`config.mk`:
```
export PLATFORM = sky130hd
export DESIGN_NAME = fss_sequencer
export DESIGN_NICKNAME = d
export VERILOG_FILES = /design/src/fss_pkg.sv /design/src/fss_sequencer.sv /design/src/fss_current_guard.sv
export SDC_FILE = /design/constraint.sdc
export NUM_CORES = 1
export LEC_CHECK = 0
export BUFFER_PORTS_ARGS = -buffer_cell sky130_fd_sc_hd__buf_2
export CAP_MARGIN = 10
export CELL_PAD_IN_SITES_DETAIL_PLACEMENT = 0
export CELL_PAD_IN_SITES_GLOBAL_PLACEMENT = 1
export CORE_AREA = 3 3 361 363
export CTS_CLUSTER_SIZE = 28
export DETAILED_ROUTE_END_ITERATION = 8
export DIE_AREA = 0 0 364 366
export HOLD_SLACK_MARGIN = 0.1
export PLACE_DENSITY_LB_ADDON = 0.1
export SLEW_MARGIN = 25
export SYNTH_ARGS = -nofsm -noshare
export SYNTH_HDL_FRONTEND = slang
export SYNTH_SLANG_ARGS = --single-unit
```
`constraint.sdc`:
```
create_clock -name mclk -period 13.4 [get_ports mclk]
set_input_delay 0 -clock mclk [delete_from_list [all_inputs] [get_ports mclk]]
set_output_delay 0 -clock mclk [all_outputs]
set_load 0.05 [all_outputs]
```
`src/fss_pkg.sv`:
```
// shared constants and types of the fault simulation sequencer
// assumes a single 25 MHz system clock; all phase timing is in milliseconds
package fss_pkg;

  // clock and time base
  localparam int CLK_PERIOD_PS = 40000;
  localparam int MS_PS         = 1000000000;
  localparam int TICK_CYC_DEF  = (MS_PS + CLK_PERIOD_PS - 1) / CLK_PERIOD_PS; // cycles per ms, rounded up

  // timing figures
  localparam int RESET_PHASE_MS = 100;
  localparam int LOCKOUT_S      = 5;
  localparam int LOCKOUT_MS_DEF = LOCKOUT_S * 1000;

  // widths
  localparam int VAL_W  = 16;                // simulated and measured quantities
  localparam int DUR_W  = 16;                // configured phase durations in ms
  localparam int TICK_W = 16;                // prescaler width
  localparam int FREQ_W = 20;                // frequency in mHz
  localparam int NCH    = 4;                 // three phases plus ground
  localparam int NPH    = 3;                 // measured phase currents

  // phase codes reported to the recorders
  localparam logic [2:0] PH_NORMAL = 3'h0;
  localparam logic [2:0] PH_PRE    = 3'h1;
  localparam logic [2:0] PH_FAULT  = 3'h2;
  localparam logic [2:0] PH_POST   = 3'h3;
  localparam logic [2:0] PH_RESET  = 3'h4;

  // current limit 0.1 x nominal: meas * 10 > nominal
  localparam logic [3:0] CUR_LIMIT_DEN = 4'ha;

  // simulated frequency offset 0.16 % = 16 / 10000
  localparam logic [4:0]  FREQ_OFFS_NUM = 5'h10;
  localparam logic [13:0] FREQ_OFFS_DEN = 14'h2710;

  // trip gating modes
  localparam logic TRIP_MODE_NONE = 1'h0;
  localparam logic TRIP_MODE_WITH = 1'h1;

  // reset value of cleared quantities
  localparam logic [VAL_W-1:0] VAL_ZERO = 16'h0000;

  typedef enum logic [2:0] {
    st_idle,
    st_rst_pre,
    st_pre,
    st_fault,
    st_post,
    st_rst_post
  } fss_state_type;

endpackage

```
`src/fss_sequencer.sv`:
```
// fault simulation sequencer: phase stepping, simulated quantities, trip gating
// assumes synchronous inputs on mclk; start, stop and external signals are levels or pulses as named
`timescale 1ns/1ps
module fss_sequencer #(
  parameter int TICK_CYC   = fss_pkg::TICK_CYC_DEF,
  parameter int RESET_MS   = fss_pkg::RESET_PHASE_MS,
  parameter int LOCKOUT_MS = fss_pkg::LOCKOUT_MS_DEF
) (
  input  wire logic                                        mclk,
  input  wire logic                                        rst,
  input  wire logic                                        ce,
  input  wire logic                                        start_cmd,
  input  wire logic                                        stop_cmd,
  input  wire logic                                        ext_sim_start,
  input  wire logic                                        ext_block_a,
  input  wire logic                                        ext_block_b,
  input  wire logic                                        ext_jump_to_post_fault,
  input  wire logic                                        ext_jump_assigned,
  input  wire logic                                        sim_trip_gating_mode,
  input  wire logic                                        protection_trip_command,
  input  wire logic [fss_pkg::DUR_W-1:0]                   cfg_pre_ms,
  input  wire logic [fss_pkg::DUR_W-1:0]                   cfg_fault_ms,
  input  wire logic [fss_pkg::DUR_W-1:0]                   cfg_post_ms,
  input  wire logic [fss_pkg::NCH-1:0][fss_pkg::VAL_W-1:0] cfg_volt_pre,
  input  wire logic [fss_pkg::NCH-1:0][fss_pkg::VAL_W-1:0] cfg_volt_fault,
  input  wire logic [fss_pkg::NCH-1:0][fss_pkg::VAL_W-1:0] cfg_volt_post,
  input  wire logic [fss_pkg::NCH-1:0][fss_pkg::VAL_W-1:0] cfg_curr_pre,
  input  wire logic [fss_pkg::NCH-1:0][fss_pkg::VAL_W-1:0] cfg_curr_fault,
  input  wire logic [fss_pkg::NCH-1:0][fss_pkg::VAL_W-1:0] cfg_curr_post,
  input  wire logic [fss_pkg::NCH-1:0][fss_pkg::VAL_W-1:0] cfg_angle_pre,
  input  wire logic [fss_pkg::NCH-1:0][fss_pkg::VAL_W-1:0] cfg_angle_fault,
  input  wire logic [fss_pkg::NCH-1:0][fss_pkg::VAL_W-1:0] cfg_angle_post,
  input  wire logic [fss_pkg::NPH-1:0][fss_pkg::VAL_W-1:0] meas_curr,
  input  wire logic [fss_pkg::VAL_W-1:0]                   nominal_curr,
  input  wire logic [fss_pkg::FREQ_W-1:0]                  rated_freq_mhz,
  output logic [2:0]                                       phase_code,
  output logic                                             sim_active,
  output logic                                             prot_reinit,
  output logic                                             energy_hold,
  output logic                                             trip_out,
  output logic                                             sim_volt_ph_n,
  output logic [fss_pkg::FREQ_W-1:0]                       sim_freq_mhz,
  output logic [fss_pkg::NCH-1:0][fss_pkg::VAL_W-1:0]      sim_volt,
  output logic [fss_pkg::NCH-1:0][fss_pkg::VAL_W-1:0]      sim_curr,
  output logic [fss_pkg::NCH-1:0][fss_pkg::VAL_W-1:0]      sim_angle,
  output logic                                             cur_over,
  output logic                                             restart_lockout
);

  localparam logic [fss_pkg::TICK_W-1:0] TICK_LAST = fss_pkg::TICK_W'(TICK_CYC - 1);
  localparam logic [fss_pkg::DUR_W-1:0]  RESET_DUR = fss_pkg::DUR_W'(RESET_MS);

  fss_pkg::fss_state_type state_ff;
  fss_pkg::fss_state_type nxt_state;

  logic [fss_pkg::TICK_W-1:0] tick_cnt_ff;
  logic [fss_pkg::DUR_W-1:0]  elapsed_ff;
  logic                       ext_start_prev_ff;
  logic                       jump_prev_ff;
  logic [2:0]                 phase_code_ff;
  logic [2:0]                 nxt_phase_code;
  logic                       sim_active_ff;
  logic                       prot_reinit_ff;
  logic                       energy_hold_ff;
  logic                       trip_out_ff;
  logic                       sim_volt_ph_n_ff;
  logic [fss_pkg::FREQ_W-1:0] sim_freq_ff;
  logic [fss_pkg::NCH-1:0][fss_pkg::VAL_W-1:0] sim_volt_ff;
  logic [fss_pkg::NCH-1:0][fss_pkg::VAL_W-1:0] sim_curr_ff;
  logic [fss_pkg::NCH-1:0][fss_pkg::VAL_W-1:0] sim_angle_ff;

  logic                       ms_tick;
  logic                       state_change;
  logic                       running;
  logic                       block_any;
  logic                       abort_req;
  logic                       abort_evt;
  logic                       cur_abort;
  logic                       ext_start_rise;
  logic                       jump_rise;
  logic                       jump_hit;
  logic                       start_ok;
  logic                       phase_done;
  logic                       in_reset;
  logic                       sel_pre;
  logic                       sel_fault;
  logic                       sel_post;
  logic                       nxt_trip;
  logic [fss_pkg::DUR_W-1:0]  cur_dur;
  logic [fss_pkg::FREQ_W+4:0] freq_prod;
  logic [fss_pkg::FREQ_W-1:0] freq_add;

  // current watch and lockout live in their own module
  fss_current_guard #(
    .LOCKOUT_MS (LOCKOUT_MS)
  ) u_guard (
    .mclk            (mclk),
    .rst             (rst),
    .ce              (ce),
    .ms_tick         (ms_tick),
    .abort_evt       (cur_abort),
    .meas_curr       (meas_curr),
    .nominal_curr    (nominal_curr),
    .cur_over        (cur_over),
    .restart_lockout (restart_lockout)
  );

  // request decode
  assign running        = state_ff != fss_pkg::st_idle;
  assign block_any      = ext_block_a | ext_block_b;
  assign abort_req      = block_any | cur_over;
  assign abort_evt      = ce && running && abort_req && !stop_cmd && state_ff != fss_pkg::st_rst_post;
  // only a current abort arms the restart lockout; a block abort must not hold off restarts
  assign cur_abort      = abort_evt & cur_over;
  assign ext_start_rise = ext_sim_start & ~ext_start_prev_ff;
  assign jump_rise      = ext_jump_to_post_fault & ~jump_prev_ff;
  // an unassigned jump input never cuts a phase short
  assign jump_hit       = ext_jump_assigned & jump_rise;
  assign start_ok       = (start_cmd | ext_start_rise) & ~block_any
                          & ~cur_over & ~restart_lockout;

  // duration of the phase in progress
  assign in_reset   = state_ff == fss_pkg::st_rst_pre || state_ff == fss_pkg::st_rst_post;
  assign sel_pre    = state_ff == fss_pkg::st_pre;
  assign sel_fault  = state_ff == fss_pkg::st_fault;
  assign sel_post   = state_ff == fss_pkg::st_post;
  assign cur_dur    = in_reset  ? RESET_DUR :
                      sel_pre   ? cfg_pre_ms :
                      sel_fault ? cfg_fault_ms : cfg_post_ms;
  assign phase_done = elapsed_ff >= cur_dur;
  assign ms_tick    = tick_cnt_ff == TICK_LAST;
  assign state_change = nxt_state != state_ff;

  // phase stepping; stop beats abort, abort beats normal stepping
  always_comb begin
    nxt_state = state_ff;
    unique case (state_ff)
      fss_pkg::st_idle: begin
        if (start_ok)
          nxt_state = fss_pkg::st_rst_pre;
      end
      fss_pkg::st_rst_pre: begin
        if (phase_done)
          nxt_state = fss_pkg::st_pre;
      end
      fss_pkg::st_pre: begin
        if (jump_hit)
          nxt_state = fss_pkg::st_post;
        else if (phase_done)
          nxt_state = fss_pkg::st_fault;
      end
      fss_pkg::st_fault: begin
        if (jump_hit || phase_done)
          nxt_state = fss_pkg::st_post;
      end
      fss_pkg::st_post: begin
        if (phase_done)
          nxt_state = fss_pkg::st_rst_post;
      end
      fss_pkg::st_rst_post: begin
        if (phase_done)
          nxt_state = fss_pkg::st_idle;
      end
    endcase
    if (running && abort_req && state_ff != fss_pkg::st_rst_post)
      nxt_state = fss_pkg::st_rst_post;
    if (stop_cmd)
      nxt_state = fss_pkg::st_idle;
  end

  // phase code follows the next state so it lines up with state_ff
  always_comb begin
    unique case (nxt_state)
      fss_pkg::st_idle:     nxt_phase_code = fss_pkg::PH_NORMAL;
      fss_pkg::st_pre:      nxt_phase_code = fss_pkg::PH_PRE;
      fss_pkg::st_fault:    nxt_phase_code = fss_pkg::PH_FAULT;
      fss_pkg::st_post:     nxt_phase_code = fss_pkg::PH_POST;
      default:              nxt_phase_code = fss_pkg::PH_RESET;
    endcase
  end

  // trip path gated by mode only while simulating
  assign nxt_trip = protection_trip_command &
                    (~running | (sim_trip_gating_mode == fss_pkg::TRIP_MODE_WITH));

  // frequency raised by 0.16 %
  assign freq_prod = rated_freq_mhz * fss_pkg::FREQ_OFFS_NUM;
  assign freq_add  = fss_pkg::FREQ_W'(freq_prod / fss_pkg::FREQ_OFFS_DEN);

  // state, timing and edge history
  always_ff @(posedge mclk or posedge rst) begin
    if (rst) begin
      state_ff          <= fss_pkg::st_idle;
      tick_cnt_ff       <= '0;
      elapsed_ff        <= '0;
      ext_start_prev_ff <= 1'b0;
      jump_prev_ff      <= 1'b0;
    end else if (ce) begin
      state_ff          <= nxt_state;
      ext_start_prev_ff <= ext_sim_start;
      jump_prev_ff      <= ext_jump_to_post_fault;
      // restart the ms grid at every phase change so durations are exact
      tick_cnt_ff       <= (state_change || ms_tick) ? '0 : tick_cnt_ff + 1'b1;
      if (state_change)
        elapsed_ff <= '0;
      else if (ms_tick && !phase_done)
        elapsed_ff <= elapsed_ff + 1'b1;
    end
  end

  // status and gating outputs
  always_ff @(posedge mclk or posedge rst) begin
    if (rst) begin
      phase_code_ff    <= fss_pkg::PH_NORMAL;
      sim_active_ff    <= 1'b0;
      prot_reinit_ff   <= 1'b0;
      energy_hold_ff   <= 1'b0;
      trip_out_ff      <= 1'b0;
      sim_volt_ph_n_ff <= 1'b0;
      sim_freq_ff      <= '0;
    end else if (ce) begin
      phase_code_ff    <= nxt_phase_code;
      sim_active_ff    <= nxt_state != fss_pkg::st_idle;
      prot_reinit_ff   <= nxt_phase_code == fss_pkg::PH_RESET;
      energy_hold_ff   <= nxt_state != fss_pkg::st_idle;
      trip_out_ff      <= nxt_trip;
      sim_volt_ph_n_ff <= 1'b1;
      sim_freq_ff      <= rated_freq_mhz + freq_add;
    end
  end

  // simulated quantities per channel; zero outside the three main phases
  for (genvar c = 0; c < fss_pkg::NCH; c++) begin : g_chan
    logic [fss_pkg::VAL_W-1:0] nxt_volt;
    logic [fss_pkg::VAL_W-1:0] nxt_curr;
    logic [fss_pkg::VAL_W-1:0] nxt_angle;
    logic                      n_pre;
    logic                      n_fault;
    logic                      n_post;
    assign n_pre     = nxt_state == fss_pkg::st_pre;
    assign n_fault   = nxt_state == fss_pkg::st_fault;
    assign n_post    = nxt_state == fss_pkg::st_post;
    assign nxt_volt  = n_pre ? cfg_volt_pre[c] : n_fault ? cfg_volt_fault[c] :
                       n_post ? cfg_volt_post[c] : fss_pkg::VAL_ZERO;
    assign nxt_curr  = n_pre ? cfg_curr_pre[c] : n_fault ? cfg_curr_fault[c] :
                       n_post ? cfg_curr_post[c] : fss_pkg::VAL_ZERO;
    assign nxt_angle = n_pre ? cfg_angle_pre[c] : n_fault ? cfg_angle_fault[c] :
                       n_post ? cfg_angle_post[c] : fss_pkg::VAL_ZERO;
    always_ff @(posedge mclk or posedge rst) begin
      if (rst) begin
        sim_volt_ff[c]  <= fss_pkg::VAL_ZERO;
        sim_curr_ff[c]  <= fss_pkg::VAL_ZERO;
        sim_angle_ff[c] <= fss_pkg::VAL_ZERO;
      end else if (ce) begin
        sim_volt_ff[c]  <= nxt_volt;
        sim_curr_ff[c]  <= nxt_curr;
        sim_angle_ff[c] <= nxt_angle;
      end
    end
  end

  assign phase_code    = phase_code_ff;
  assign sim_active    = sim_active_ff;
  assign prot_reinit   = prot_reinit_ff;
  assign energy_hold   = energy_hold_ff;
  assign trip_out      = trip_out_ff;
  assign sim_volt_ph_n = sim_volt_ph_n_ff;
  assign sim_freq_mhz  = sim_freq_ff;
  assign sim_volt      = sim_volt_ff;
  assign sim_curr      = sim_curr_ff;
  assign sim_angle     = sim_angle_ff;
endmodule

```
`src/fss_current_guard.sv`:
```
// phase current watch and restart lockout of the fault simulation sequencer
// assumes synchronous measured currents and a one-cycle ms tick from the sequencer
`timescale 1ns/1ps
module fss_current_guard #(
  parameter int LOCKOUT_MS = fss_pkg::LOCKOUT_MS_DEF
) (
  input  wire logic                                      mclk,
  input  wire logic                                      rst,
  input  wire logic                                      ce,
  input  wire logic                                      ms_tick,
  input  wire logic                                      abort_evt,
  input  wire logic [fss_pkg::NPH-1:0][fss_pkg::VAL_W-1:0] meas_curr,
  input  wire logic [fss_pkg::VAL_W-1:0]                 nominal_curr,
  output logic                                           cur_over,
  output logic                                           restart_lockout
);

  localparam logic [15:0] LOCKOUT_CNT = 16'(LOCKOUT_MS);

  logic [fss_pkg::NPH-1:0] over_ph;
  logic                    any_over;
  logic                    quiet_done;
  logic                    cur_over_ff;
  logic                    lockout_ff;
  logic [15:0]             quiet_ms_ff;
  logic [15:0]             nxt_quiet_ms;

  // per-phase compare against 0.1 x nominal, done as a multiply to avoid a divider
  for (genvar p = 0; p < fss_pkg::NPH; p++) begin : g_phase
    logic [fss_pkg::VAL_W+3:0] scaled;
    assign scaled     = meas_curr[p] * fss_pkg::CUR_LIMIT_DEN;
    assign over_ph[p] = scaled > {4'h0, nominal_curr};
  end

  assign any_over     = |over_ph;
  assign quiet_done   = quiet_ms_ff >= LOCKOUT_CNT;
  // quiet time restarts whenever current is back above the limit
  assign nxt_quiet_ms = any_over ? 16'h0000 :
                        (ms_tick && !quiet_done) ? quiet_ms_ff + 16'h0001 : quiet_ms_ff;

  // lockout set by an abort wins over its own clearing
  always_ff @(posedge mclk or posedge rst) begin
    if (rst) begin
      cur_over_ff <= 1'b0;
      lockout_ff  <= 1'b0;
      quiet_ms_ff <= 16'h0000;
    end else if (ce) begin
      cur_over_ff <= any_over;
      quiet_ms_ff <= abort_evt ? 16'h0000 : nxt_quiet_ms;
      if (abort_evt)
        lockout_ff <= 1'b1;
      else if (quiet_done && !any_over)
        lockout_ff <= 1'b0;
    end
  end

  assign cur_over        = cur_over_ff;
  assign restart_lockout = lockout_ff;
endmodule

```
Word level (Yosys, flattened, before mapping)
Index checks and enable logic that the tools add are counted.
{"block": "totals", "memories": 0, "romBits": 0, "register_bits": 274, "out_inout_bits": 222, "latch_bits": 0, "ramBits": 0, "input_bits": 720}
{"block": "op_classes", "n_mux": 58, "add_sub_neg": 4, "shift": 0, "bitwise": 18, "div": 1, "mul": 3, "n_eq_ne": 12, "n_reduce_logical": 27, "n_lt_le_gt_ge": 5}
{"op": "$mux 16", "count": 45}
{"op": "$gt 20x16->1", "count": 3}
{"op": "$mul 16x3->19 const B", "count": 3}
{"op": "$add 16x1->16 const B", "count": 3}
{"op": "$mux 3", "count": 9}
{"op": "$div 24x14->25 const B", "count": 1}
{"op": "$add 20x20->20", "count": 1}
{"op": "$pmux 3 s6", "count": 1}
{"op": "$eq 16x15->1 const B", "count": 1}
{"op": "$ge 16x13->1 const B", "count": 1}
{"op": "$ge 16x16->1", "count": 1}
{"op": "$eq 3x2->1 const B", "count": 4}
{"op": "$eq 3x3->1 const B", "count": 4}
{"op": "$pmux 3 s4", "count": 1}
{"op": "$logic_and 1x1->1", "count": 9}
{"op": "$reduce_bool 3->1", "count": 3}
{"op": "$and 1x1->1", "count": 8}
{"op": "$logic_not 3->1", "count": 2}
{"op": "$not 1->1", "count": 6}
{"op": "$reduce_and 2->1", "count": 3}
{"op": "$logic_not 1->1", "count": 4}
{"op": "$or 1x1->1", "count": 4}
{"op": "$reduce_bool 2->1", "count": 2}
{"op": "$eq 3x1->1 const B", "count": 1}
{"op": "5 further kinds", "count": 8}

Logic depth before layout (Yosys ltp)
Gate-level depths: netlist of the first run.
{"block": "logic_depth", "depth_word": 14, "ltp_mapped": 58, "mapped_depth_nobuf": 52}

Cells and area by module
Synthesis of the first run repeated with hierarchy kept, for this count alone.
{"block": "unflattened", "hier_cells": 2915, "hier_area_um2": 23079.6}
{"module": "fss_sequencer", "seq_area_each_um2": 6381.1, "n_inst": 1, "area_per_inst_um2": 18363.9, "cells_each": 2349}
{"module": "fss_current_guard", "seq_area_each_um2": 450.4, "n_inst": 1, "area_per_inst_um2": 4715.8, "cells_each": 566}

Worst setup path after synthesis of the first run
No wires, ideal clock.
{"block": "synth_path", "path_type": "input to register", "start": "input port rated_freq_mhz[12] in the netlist's numbering", "end": "register sim_freq_ff, in the netlist sim_freq_mhz[18]", "arrival_time_ns": 10.984, "path_slack_ns": 2.339, "required_ns": 13.323, "setup_ns": 0.077, "cell_stages": 55, "path_cell_list": "buf_6 or4_4 buf_6 a31oi_4 nand3b_1 a21oi_2 or3_1 o211a_1 a211o_1 and2_1 or4_4 o21a_1 buf_2 a21o_1 a211o_1 xnor2_1 a31o_2 a41oi_2 [19 not listed] ha_1 inv_1 fa_1 inv_1 a21oi_1 o21bai_1 a21oi_1 o21bai_1 a21oi_1 o21bai_1 a21oi_1 o21bai_1 a21o_1 nand2_1 nor2_1 nand3_1 xor2_1 a21oi_1"}
{"block": "synth_via", "elab_chain_cells": 2}
{"element": "start, declared", "line": "fss_sequencer.sv:35", "rtl": "input wire logic [fss_pkg::FREQ_W-1:0] rated_freq_mhz,"}
{"element": "$div 24x14->25", "line": "fss_sequencer.sv:188", "rtl": "assign freq_add = fss_pkg::FREQ_W'(freq_prod / fss_pkg::FREQ_OFFS_DEN);"}
{"element": "$add 20x20->20 *", "line": "fss_sequencer.sv:228", "rtl": "sim_freq_ff <= rated_freq_mhz + freq_add;"}
{"element": "end signal, assigned", "line": "fss_sequencer.sv:228"}
{"element": "end, declared", "line": "fss_sequencer.sv:67", "rtl": "logic [fss_pkg::FREQ_W-1:0] sim_freq_ff;"}
Mark *: on every way between the ends. The rest lies on a longest branch, timed or not.
A chain may end at the register's enable or synchronous reset.

Worst setup path after layout of the first run
{"block": "layout_path", "start": "input port rated_freq_mhz[11] in the netlist's numbering", "end": "register sim_freq_ff, in the netlist sim_freq_mhz[13]"}
The elaborated chain is that of the path after synthesis.

==> results of run 1 <==
[layout make-up]
type | instances | area share
antenna | 17 | 0.001232
clock buffer | 49 | 0.03175
clock inverter | 25 | 0.01265
inverter | 92 | 0.01026
multi-input combinational | 2370 | 0.4110
sequential | 273 | 0.1979
tap | 1662 | 0.06024
timing repair buffer | 1420 | 0.2749
[what timing repair did]
item	4_1_cts	5_1_grt
endpoints found under the hold margin	320	0
setup endpoints to repair	0	12
buffers inserted	0	1
hold buffers	450	0
gates resized for setup	0	34
[cells in the mapped netlist, types with 22 or more instances]
cell type | count | area (um^2)
a21o_1 | 47 | 352.8
a21oi_1 | 673 | 3368
a22oi_1 | 32 | 240.2
clkbuf_1 | 150 | 563.0
dfrtp_1 | 273 | 6832
ha_1 | 160 | 2002
inv_1 | 88 | 330.3
nand2_1 | 485 | 1821
nand3_1 | 41 | 205.2
nand4_1 | 22 | 137.6
nor2_1 | 320 | 1201
nor3_1 | 31 | 155.2
o21ai_0 | 74 | 370.4
xnor2_1 | 62 | 543.0
xor2_1 | 55 | 481.7
[power groups by stage]
stage                     registers [mW]  logic (mW)  clock network (mW)
final                              0.998        4.62                1.25
after global routing                1.01        5.12                1.34
after CTS                           1.00        4.57                1.31
after detailed placement            1.01        4.36                   0
after global placement              1.01        4.45                   0
after floorplan                     1.32        2.82                   0
[sequential cells by signal (all words and copies together) (netlist names), 3 cells and up]
signal,count
elapsed_ff,16
phase_code,3
sim_angle,64
sim_curr,64
sim_freq_mhz,20
sim_volt,64
state_ff,3
tick_cnt_ff,16
u_guard.quiet_ms_ff,16
[stage by stage]
step,total power [mW],setup WS [ns],cell area [um^2],util
after CTS,6.884,0.2677,34270,0.2691
final,6.866,0.8921,34520,0.2711
after global placement,5.466,0.4301,28240,0.2217
after global routing,7.474,0.03812,34500,0.2709
after detailed placement,5.369,0.4041,28240,0.2217
after floorplan,4.140,2.339,21860,-
[worst min-delay path by stage]
stage	slack [ns]	end	from
2_1_floorplan	0.12	ext_start_prev_ff	ext_sim_start
3_3_place_gp	0.19	sim_angle[4]	rst
3_5_place_dp	0.19	sim_angle[4]	rst
4_1_cts	0.11	sim_volt[39]	cfg_volt_fault[39]
5_1_grt	0.18	sim_freq_mhz[7]	rated_freq_mhz[7]
6_report	0.14	sim_volt[39]	cfg_volt_fault[39]
[worst register-to-register path, delay by kind of cell, from the launching register on]
kind	cells	cell delay, ns
AO/OA/AOI/OAI	21	4.23
buffers and inverters	6	3.66
AND/OR/NAND/NOR	4	1.23
flip-flops	1	0.32
adder cells (fa/ha/maj)	1	0.30
multiplexers	1	0.26
[cells by family after synthesis]
logic type	count (synthesis)	synth area share
adder cells (fa/ha/maj)	168	0.09709
AND/OR/NAND/NOR	1017	0.1985
AO/OA/AOI/OAI	1041	0.2823
buffers and inverters	271	0.04866
flip-flops	273	0.3126
multiplexers	25	0.01248
XOR/XNOR	119	0.04837
[per-layer routing]
| layer | vias up | share of wire |
|---|---|---|
| li1 | 12916 | - |
| met3 | 129 | 0.055 |
| met5 | - | 0.00048 |
| met2 | 671 | 0.49 |
| met1 | 12017 | 0.43 |
| met4 | 10 | 0.026 |
==> impl_metrics.json, run 1 <==
{
  "cts_root_buf": "clkbuf_16",
  "gp_congestion": 0.7973,
  "ys_seq_area_frac": 0.3126,
  "crit_slowest_cell": "or4_4",
  "setup_viol_count_final": 0,
  "multi_input_area_um2": 14190,
  "path_class": "in -> reg",
  "max_stage_delay_ns": 0.64,
  "mostFrequentLayoutCell": "buf_2",
  "period_minus_slack_ns": 12.51,
  "ys_warn_count": 0,
  "regArea_um2": 6832,
  "worst_slew_pin_slew_ns": 0.9654,
  "synth_async_sr_flop_share": 1.000,
  "cp-end-kind": "flop",
  "grt_use_met1": 0.2163,
  "met2_usage": 0.3052,
  "r2r.worst_path.cells": 33,
  "rr_startpoint": "state_ff[1]",
  "worst_hold_path_type": "in -> reg",
  "drc": 0,
  "cts.sinks": 273,
  "whs_ns": 0.1420,
  "drt_iter0_drc": 1441,
  "rrSetupSlack_ns": 3.29,
  "cts_tree": "done",
  "critical_path_arrival_ns": 12.95,
  "cp_max_fo": 17,
  "overflow": 0,
  "required_ns": 13.84,
  "die_h_um": 366,
  "die_width_um": 364,
  "met3_usage": 0.03540,
  "fill_cells": 14355,
  "syn-cell-area_um2": 21860,
  "cts_buffer_depth": 3,
  "hpwl_um": 95870,
  "antenna_found_initial": 27,
  "vias": 25743,
  "p_leak_nw": 15.69,
  "grt_most_used_layer": "met2",
  "crit_path_start": "rated_freq_mhz[11]",
  "htree_levels": 2,
  "start_util": 0.1716,
  "finalHoldViolations": 0,
  "cp_top_family": "compound AO/OA/AOI/OAI gates",
  "yosys_most_used_dff": "dfrtp_1",
  "mostFrequentLayoutCells": "buf_2, a21oi_1, nand2_1, dlygate4sd3_1, nor2_1",
  "clockPowerShare": 0.182,
  "drt_pre_antenna_iters": 5,
  "antenna_left": 0,
  "holdPathStages": 5,
  "core_um2": 127400,
  "die-area_um2": 133200,
  "critPathBufInv": 6,
  "intPower_mw": 3.470,
  "ios": 942,
  "synth_cells": 2914,
  "rsz0062_at_grt": "no",
  "drv_cap": 0,
  "fmax_ghz": 0.07995,
  "nets": 5082,
  "combPwrFrac": 0.673,
  "seqPwrFrac": 0.145,
  "p_per_area_nw_per_um2": 198.9,
  "endpoint": "sim_freq_mhz[13]",
  "path_clk_slew_ns": 0.05,
  "cp_num_cells": 49,
  "track_usage": 0.1748,
  "irDropWorstVdd_uv": 273.7,
  "rows": 131,
  "ys_ff_latch": 273,
  "grt_pass1_wl_um": 175800,
  "timing.slew.headroom": 0.3564,
  "synth_edf_count": 0,
  "drive_gt1_frac": 0.2677,
  "syn_nets": 3798,
  "crit_top_cell": "a21oi_1",
  "setup_tns_ns": 0,
  "switching_share": 0.4947,
  "start_kind": "input port",
  "dp_cells": 5366,
  "status": "finished, final reports clean",
  "wl_per_cell_um": 20.57,
  "grt_pass1_vias": 26087,
  "via_per_inst": 4.357,
  "syn2layout_area_growth_pct": 57.95,
  "cts_buffers": 41,
  "insertion_delay_ns": 0.60,
  "r2r-end": "sim_volt[25]",
  "yosysUniqueCellTypes": 103,
  "grt_max_degree": 185,
  "avgSynthCellArea_um2": 7.500,
  "skew_ns": 0.03821,
  "routed_wl_um": 121500,
  "finalNonFillerCells": 5908,
  "slew_viol_final": 0,
  "period_share": 0.9334,
  "power.switching_mw": 3.397,
  "port_buffers": 941
}
Note: power is estimated with default switching activity, not from simulation.
==> inputs of run 2 (changes only) <==
GPL_TIMING_DRIVEN = 0   (was unset)
SKIP_LAST_GASP = 1   (was unset)
==> impl_metrics.json, run 2 (synthesis gave the netlist of run 1 again) <==
{
  "drc": 0,
  "hpwl_um": 114600,
  "fill_cells": 14412,
  "cp_max_fo": 10,
  "p_per_area_nw_per_um2": 199.2,
  "max_stage_delay_ns": 0.59,
  "path_clk_slew_ns": 0.05,
  "insertion_delay_ns": 0.60,
  "gp_congestion": 0.8542,
  "rrSetupSlack_ns": 3.70,
  "core_um2": 127400,
  "start_util": 0.1716,
  "ios": 942,
  "skew_ns": 0.02334,
  "irDropWorstVdd_uv": 279.4,
  "power_mw": 6.903,
  "seqPwrFrac": 0.145,
  "combPwrFrac": 0.700,
  "via_per_inst": 4.450,
  "routed_wl_um": 138400,
  "p_leak_nw": 15.68,
  "rsz0062_at_grt": "no",
  "post-route-util": 0.2721,
  "die_h_um": 366,
  "cts_root_buf": "clkbuf_16",
  "period_share": 0.9457,
  "crit_slowest_cell": "or4_4",
  "path_class": "in -> reg",
  "grt_max_degree": 81,
  "overflow": 0,
  "power.switching_mw": 3.515,
  "switching_share": 0.5092,
  "drive_gt1_frac": 0.2607,
  "cts_buffers": 40,
  "cts_buffer_depth": 3,
  "timing.slew.headroom": 0.2751,
  "cts.sinks": 273,
  "mostFrequentLayoutCell": "buf_2",
  "intPower_mw": 3.388,
  "port_buffers": 939,
  "worst_slew_pin_slew_ns": 1.087,
  "crit_top_cell": "a21oi_1",
  "drt_iter0_drc": 1438,
  "required_ns": 13.83,
  "track_usage": 0.1991,
  "cp-end-kind": "flop",
  "finalHoldViolations": 0,
  "antenna_found_initial": 32,
  "wl_per_cell_um": 22.96,
  "worst_hold_path_type": "in -> reg",
  "slew_viol_final": 0,
  "setup_viol_count_final": 0,
  "mostFrequentLayoutCells": "buf_2, a21oi_1, nand2_1, dlygate4sd3_1, nor2_1",
  "drt_pre_antenna_iters": 5,
  "clockPowerShare": 0.154,
  "drv_cap": 0,
  "antenna_left": 0,
  "htree_levels": 2,
  "die-area_um2": 133200,
  "grt_pass1_vias": 27812,
  "syn2layout_area_growth_pct": 58.54,
  "rows": 131,
  "status": "finished, final reports clean",
  "pre_cts_slack_ns": -0.2296,
  "critical_path_arrival_ns": 13.10,
  "fmax_ghz": 0.07891,
  "nets": 5206,
  "die_width_um": 364,
  "start_kind": "input port",
  "period_minus_slack_ns": 12.67,
  "grt_pass1_wl_um": 195800,
  "vias": 26831,
  "fin_ws_ns": 0.7273,
  "cts_tree": "done"
}
[run 2: layout make-up]
cell class / count / area (um^2) / area share
Timing Repair Buffer: 1366 / 9087 / 0.2623
Sequential cell: 273 / 6832 / 0.1972
Multi-Input combinational cell: 2370 / 14260 / 0.4115
Tap cell: 1662 / 2079 / 0.06002
Inverter: 92 / 354.1 / 0.01022
Antenna cell: 14 / 35.03 / 0.001011
Clock buffer: 58 / 1159 / 0.03344
Clock inverter: 15 / 113.9 / 0.003286
Buffer: 179 / 732.0 / 0.02112
[run 2: metrics by stage]
| step | cell area [um^2] | TNS (ns) | instances | hold WS, ns |
|---|---|---|---|---|
| 2_1_floorplan | 21860 | 0 | 2914 | 0.1210 |
| 3_3_place_gp | 28640 | -5.158 | 5515 | 0.2562 |
| 3_5_place_dp | 28880 | -0.6040 | 5524 | 0.09360 |
| 4_1_cts | 34300 | 0 | 6012 | 0.1155 |
| 5_1_grt | 34630 | 0 | 6022 | 0.1963 |
| 6_report | 34650 | 0 | 6029 | 0.1913 |
[run 2: critical path: cells and delay by family]
kind	cells	cell delay [ns]
adder cells (fa/ha/maj)	2	0.52
buffers and inverters	9	1.76
AND/OR/NAND/NOR	8	2.09
AO/OA/AOI/OAI	32	8.27
XOR/XNOR	2	0.43
[run 2: metal layers]
metal  vias to the layer above  track usage  routed length (um)
li1                      13139            -                   -
met5                         -            0                  34
met3                       125      0.03554                7228
met4                         6      0.04678                3490
met2                       732       0.3494               67560
met1                     12829       0.2510               60130
[run 2: repair_timing]
| action | CTS | global route |
|---|---|---|
| buffers inserted | 0 | 3 |
| hold endpoints to repair | 436 | 0 |
| endpoints found under the setup margin | 0 | 13 |
| gates resized for setup | 0 | 50 |
| hold buffers | 415 | 0 |
[run 2: power by group through the flow]
stage / logic, mW / registers [mW] / clock network [mW]
4_1_cts: 4.77 / 1.00 / 1.12
5_1_grt: 5.38 / 1.01 / 1.15
6_report: 4.83 / 1.00 / 1.07
3_3_place_gp: 4.55 / 1.01 / 0
3_5_place_dp: 4.52 / 1.02 / 0
2_1_floorplan: 2.82 / 1.32 / 0
[run 2: worst paths after layout]
kind	cells after the start	start	endpoint
worst max-delay path	53	rated_freq_mhz[12]	sim_freq_mhz[19]
worst min-delay path	4	rated_freq_mhz[11]	sim_freq_mhz[11]
worst max register to register	33	state_ff[0]	sim_curr[27]
worst min register to register	1	sim_volt_ph_n	sim_volt_ph_n
max in group asynchronous	6	rst	sim_curr[49]
min in group asynchronous	4	rst	sim_angle[37]
==> inputs of run 3 (changes only) <==
PLACE_DENSITY = 0.44   (was unset)
PLACE_DENSITY_LB_ADDON = unset   (was 0.1)
==> impl_metrics.json, run 3 (synthesis gave the netlist of run 1 again) <==
{
  "core_um2": 127400,
  "path_clk_slew_ns": 0.06,
  "finalHoldViolations": 0,
  "grt_pass1_wl_um": 189500,
  "mostFrequentLayoutCell": "buf_2",
  "crit_top_cell": "a21oi_1",
  "start_kind": "input port",
  "finalNonFillerCells": 6033,
  "cts_buffers": 39,
  "cts.sinks": 273,
  "mostFrequentLayoutCells": "buf_2, a21oi_1, nand2_1, dlygate4sd3_1, nor2_1",
  "critical_path_arrival_ns": 13.16,
  "switching_share": 0.5009,
  "dp_cells": 5523,
  "worst_hold_path_type": "in -> reg",
  "timing.slew.headroom": 0.3731,
  "die_h_um": 366,
  "cts_root_buf": "clkbuf_16",
  "drt_iter0_drc": 1366,
  "cp-end-kind": "flop",
  "ios": 942,
  "clockPowerShare": 0.160,
  "skew_ns": 0.02071,
  "grt_pass1_vias": 27494,
  "drc": 0,
  "port_buffers": 939,
  "fmax_ghz": 0.07903,
  "rows": 131,
  "routed_wl_um": 133200,
  "worst_slew_pin_slew_ns": 0.9404,
  "via_per_inst": 4.440,
  "hpwl_um": 110900,
  "track_usage": 0.1910,
  "cts_tree": "done",
  "cp_max_fo": 10,
  "dpl_cell_area_um2": 28870,
  "gp_congestion": 0.8871,
  "period_share": 0.9443,
  "final_area_um2": 34700,
  "p_per_area_nw_per_um2": 199.1,
  "pre_cts_slack_ns": -0.1349,
  "syn2layout_area_growth_pct": 58.77,
  "antenna_left": 0,
  "cts_buffer_depth": 3,
  "overflow": 0,
  "die_width_um": 364,
  "setup_viol_count_final": 0,
  "crit_slowest_cell": "or4_4",
  "vias": 26788,
  "htree_levels": 2,
  "grt_max_degree": 82,
  "fin_ws_ns": 0.7462,
  "die-area_um2": 133200,
  "period_minus_slack_ns": 12.65,
  "intPower_mw": 3.449,
  "path_class": "in -> reg",
  "required_ns": 13.91,
  "combPwrFrac": 0.695,
  "status": "finished, final reports clean",
  "slew_viol_final": 0,
  "antenna_found_initial": 38,
  "irDropWorstVdd_uv": 257.7,
  "rrSetupSlack_ns": 4.03,
  "insertion_delay_ns": 0.58,
  "nets": 5201,
  "wl_per_cell_um": 22.08,
  "max_stage_delay_ns": 0.58,
  "drt_pre_antenna_iters": 5,
  "seqPwrFrac": 0.145,
  "drive_gt1_frac": 0.2628,
  "power.switching_mw": 3.461,
  "start_util": 0.1716,
  "p_leak_nw": 15.70,
  "drv_cap": 0
}
## run 3: changes by cell type in the layout (fill, tap and decap cells not counted), sizes merged, moves of 2 or more
cell | previous run | this run
clkbuf | 209 | 207
bufinv | 0 | 3
clkinv | 13 | 8
dlygate4sd3 | 415 | 410
buf | 979 | 981
diode | 14 | 25
## run 3: cell type report
cell class              instances  area, um^2
well taps                    1662        2079
flip-flops and latches        273        6832
clock inverters                13       162.7
repair buffers               1362        9036
diodes                         25       62.56
inverters                      92       354.1
clock buffers                  57        1176
fillers                     14294       92660
multi-input cells            2370       14260
plain buffers                 179       739.5
## run 3: critical path: cells and delay by family
family / cells / cell delay, ns
adders and majority gates: 3 / 0.93
buffers and inverters: 12 / 2.45
AOI/OAI and AO/OA: 31 / 7.14
xor gates and xnor gates: 2 / 0.39
and+or+nand+nor: 7 / 2.18
## run 3: path summary, 6_finish.rpt
| path | from | end | depth (start not counted) |
|---|---|---|---|
| setup / recovery | rated_freq_mhz[12] | sim_freq_mhz[12] | 55 |
| hold / removal | rated_freq_mhz[11] | sim_freq_mhz[11] | 4 |
| setup reg to reg | state_ff[0] | sim_angle[49] | 34 |
| hold reg to reg | sim_volt_ph_n | sim_volt_ph_n | 1 |
| max in group asynchronous | rst | sim_angle[62] | 6 |
| min in group asynchronous | rst | sim_angle[16] | 4 |
## run 3: routing by layer
metal,GRT usage,vias up,share of wire
met5,0,-,0.00082
met4,0.05689,16,0.029
met3,0.04997,164,0.070
met2,0.3171,800,0.47
met1,0.2410,12643,0.43
li1,-,13165,-
## run 3: through the flow
step           hold slack (ns)    util  total power [mW]  setup TNS, ns
2_1_floorplan           0.1210       -             4.140              0
3_3_place_gp            0.2376  0.2248             5.462         -3.308
3_5_place_dp           0.05631  0.2267             5.439        -0.2834
4_1_cts                 0.1062  0.2694             6.806              0
5_1_grt                 0.1678  0.2723             7.493       -0.08731
6_report                0.1817  0.2725             6.910              0
## run 3: timing repair
item / in CTS / in global routing
resized for setup: 0 / 50
hold endpoints to repair: 425 / 0
hold buffers: 410 / 0
setup endpoints to repair: 0 / 12
buffers inserted: 0 / 5
## run 3: power groups by stage
stage                     clock network [mW]  logic (mW)  registers, mW
after CTS                               1.16        4.65          0.999
final                                   1.11        4.80          0.999
after global placement                     0        4.45           1.01
after detailed placement                   0        4.43           1.01
after floorplan                            0        2.82           1.32
after global routing                    1.18        5.30           1.01
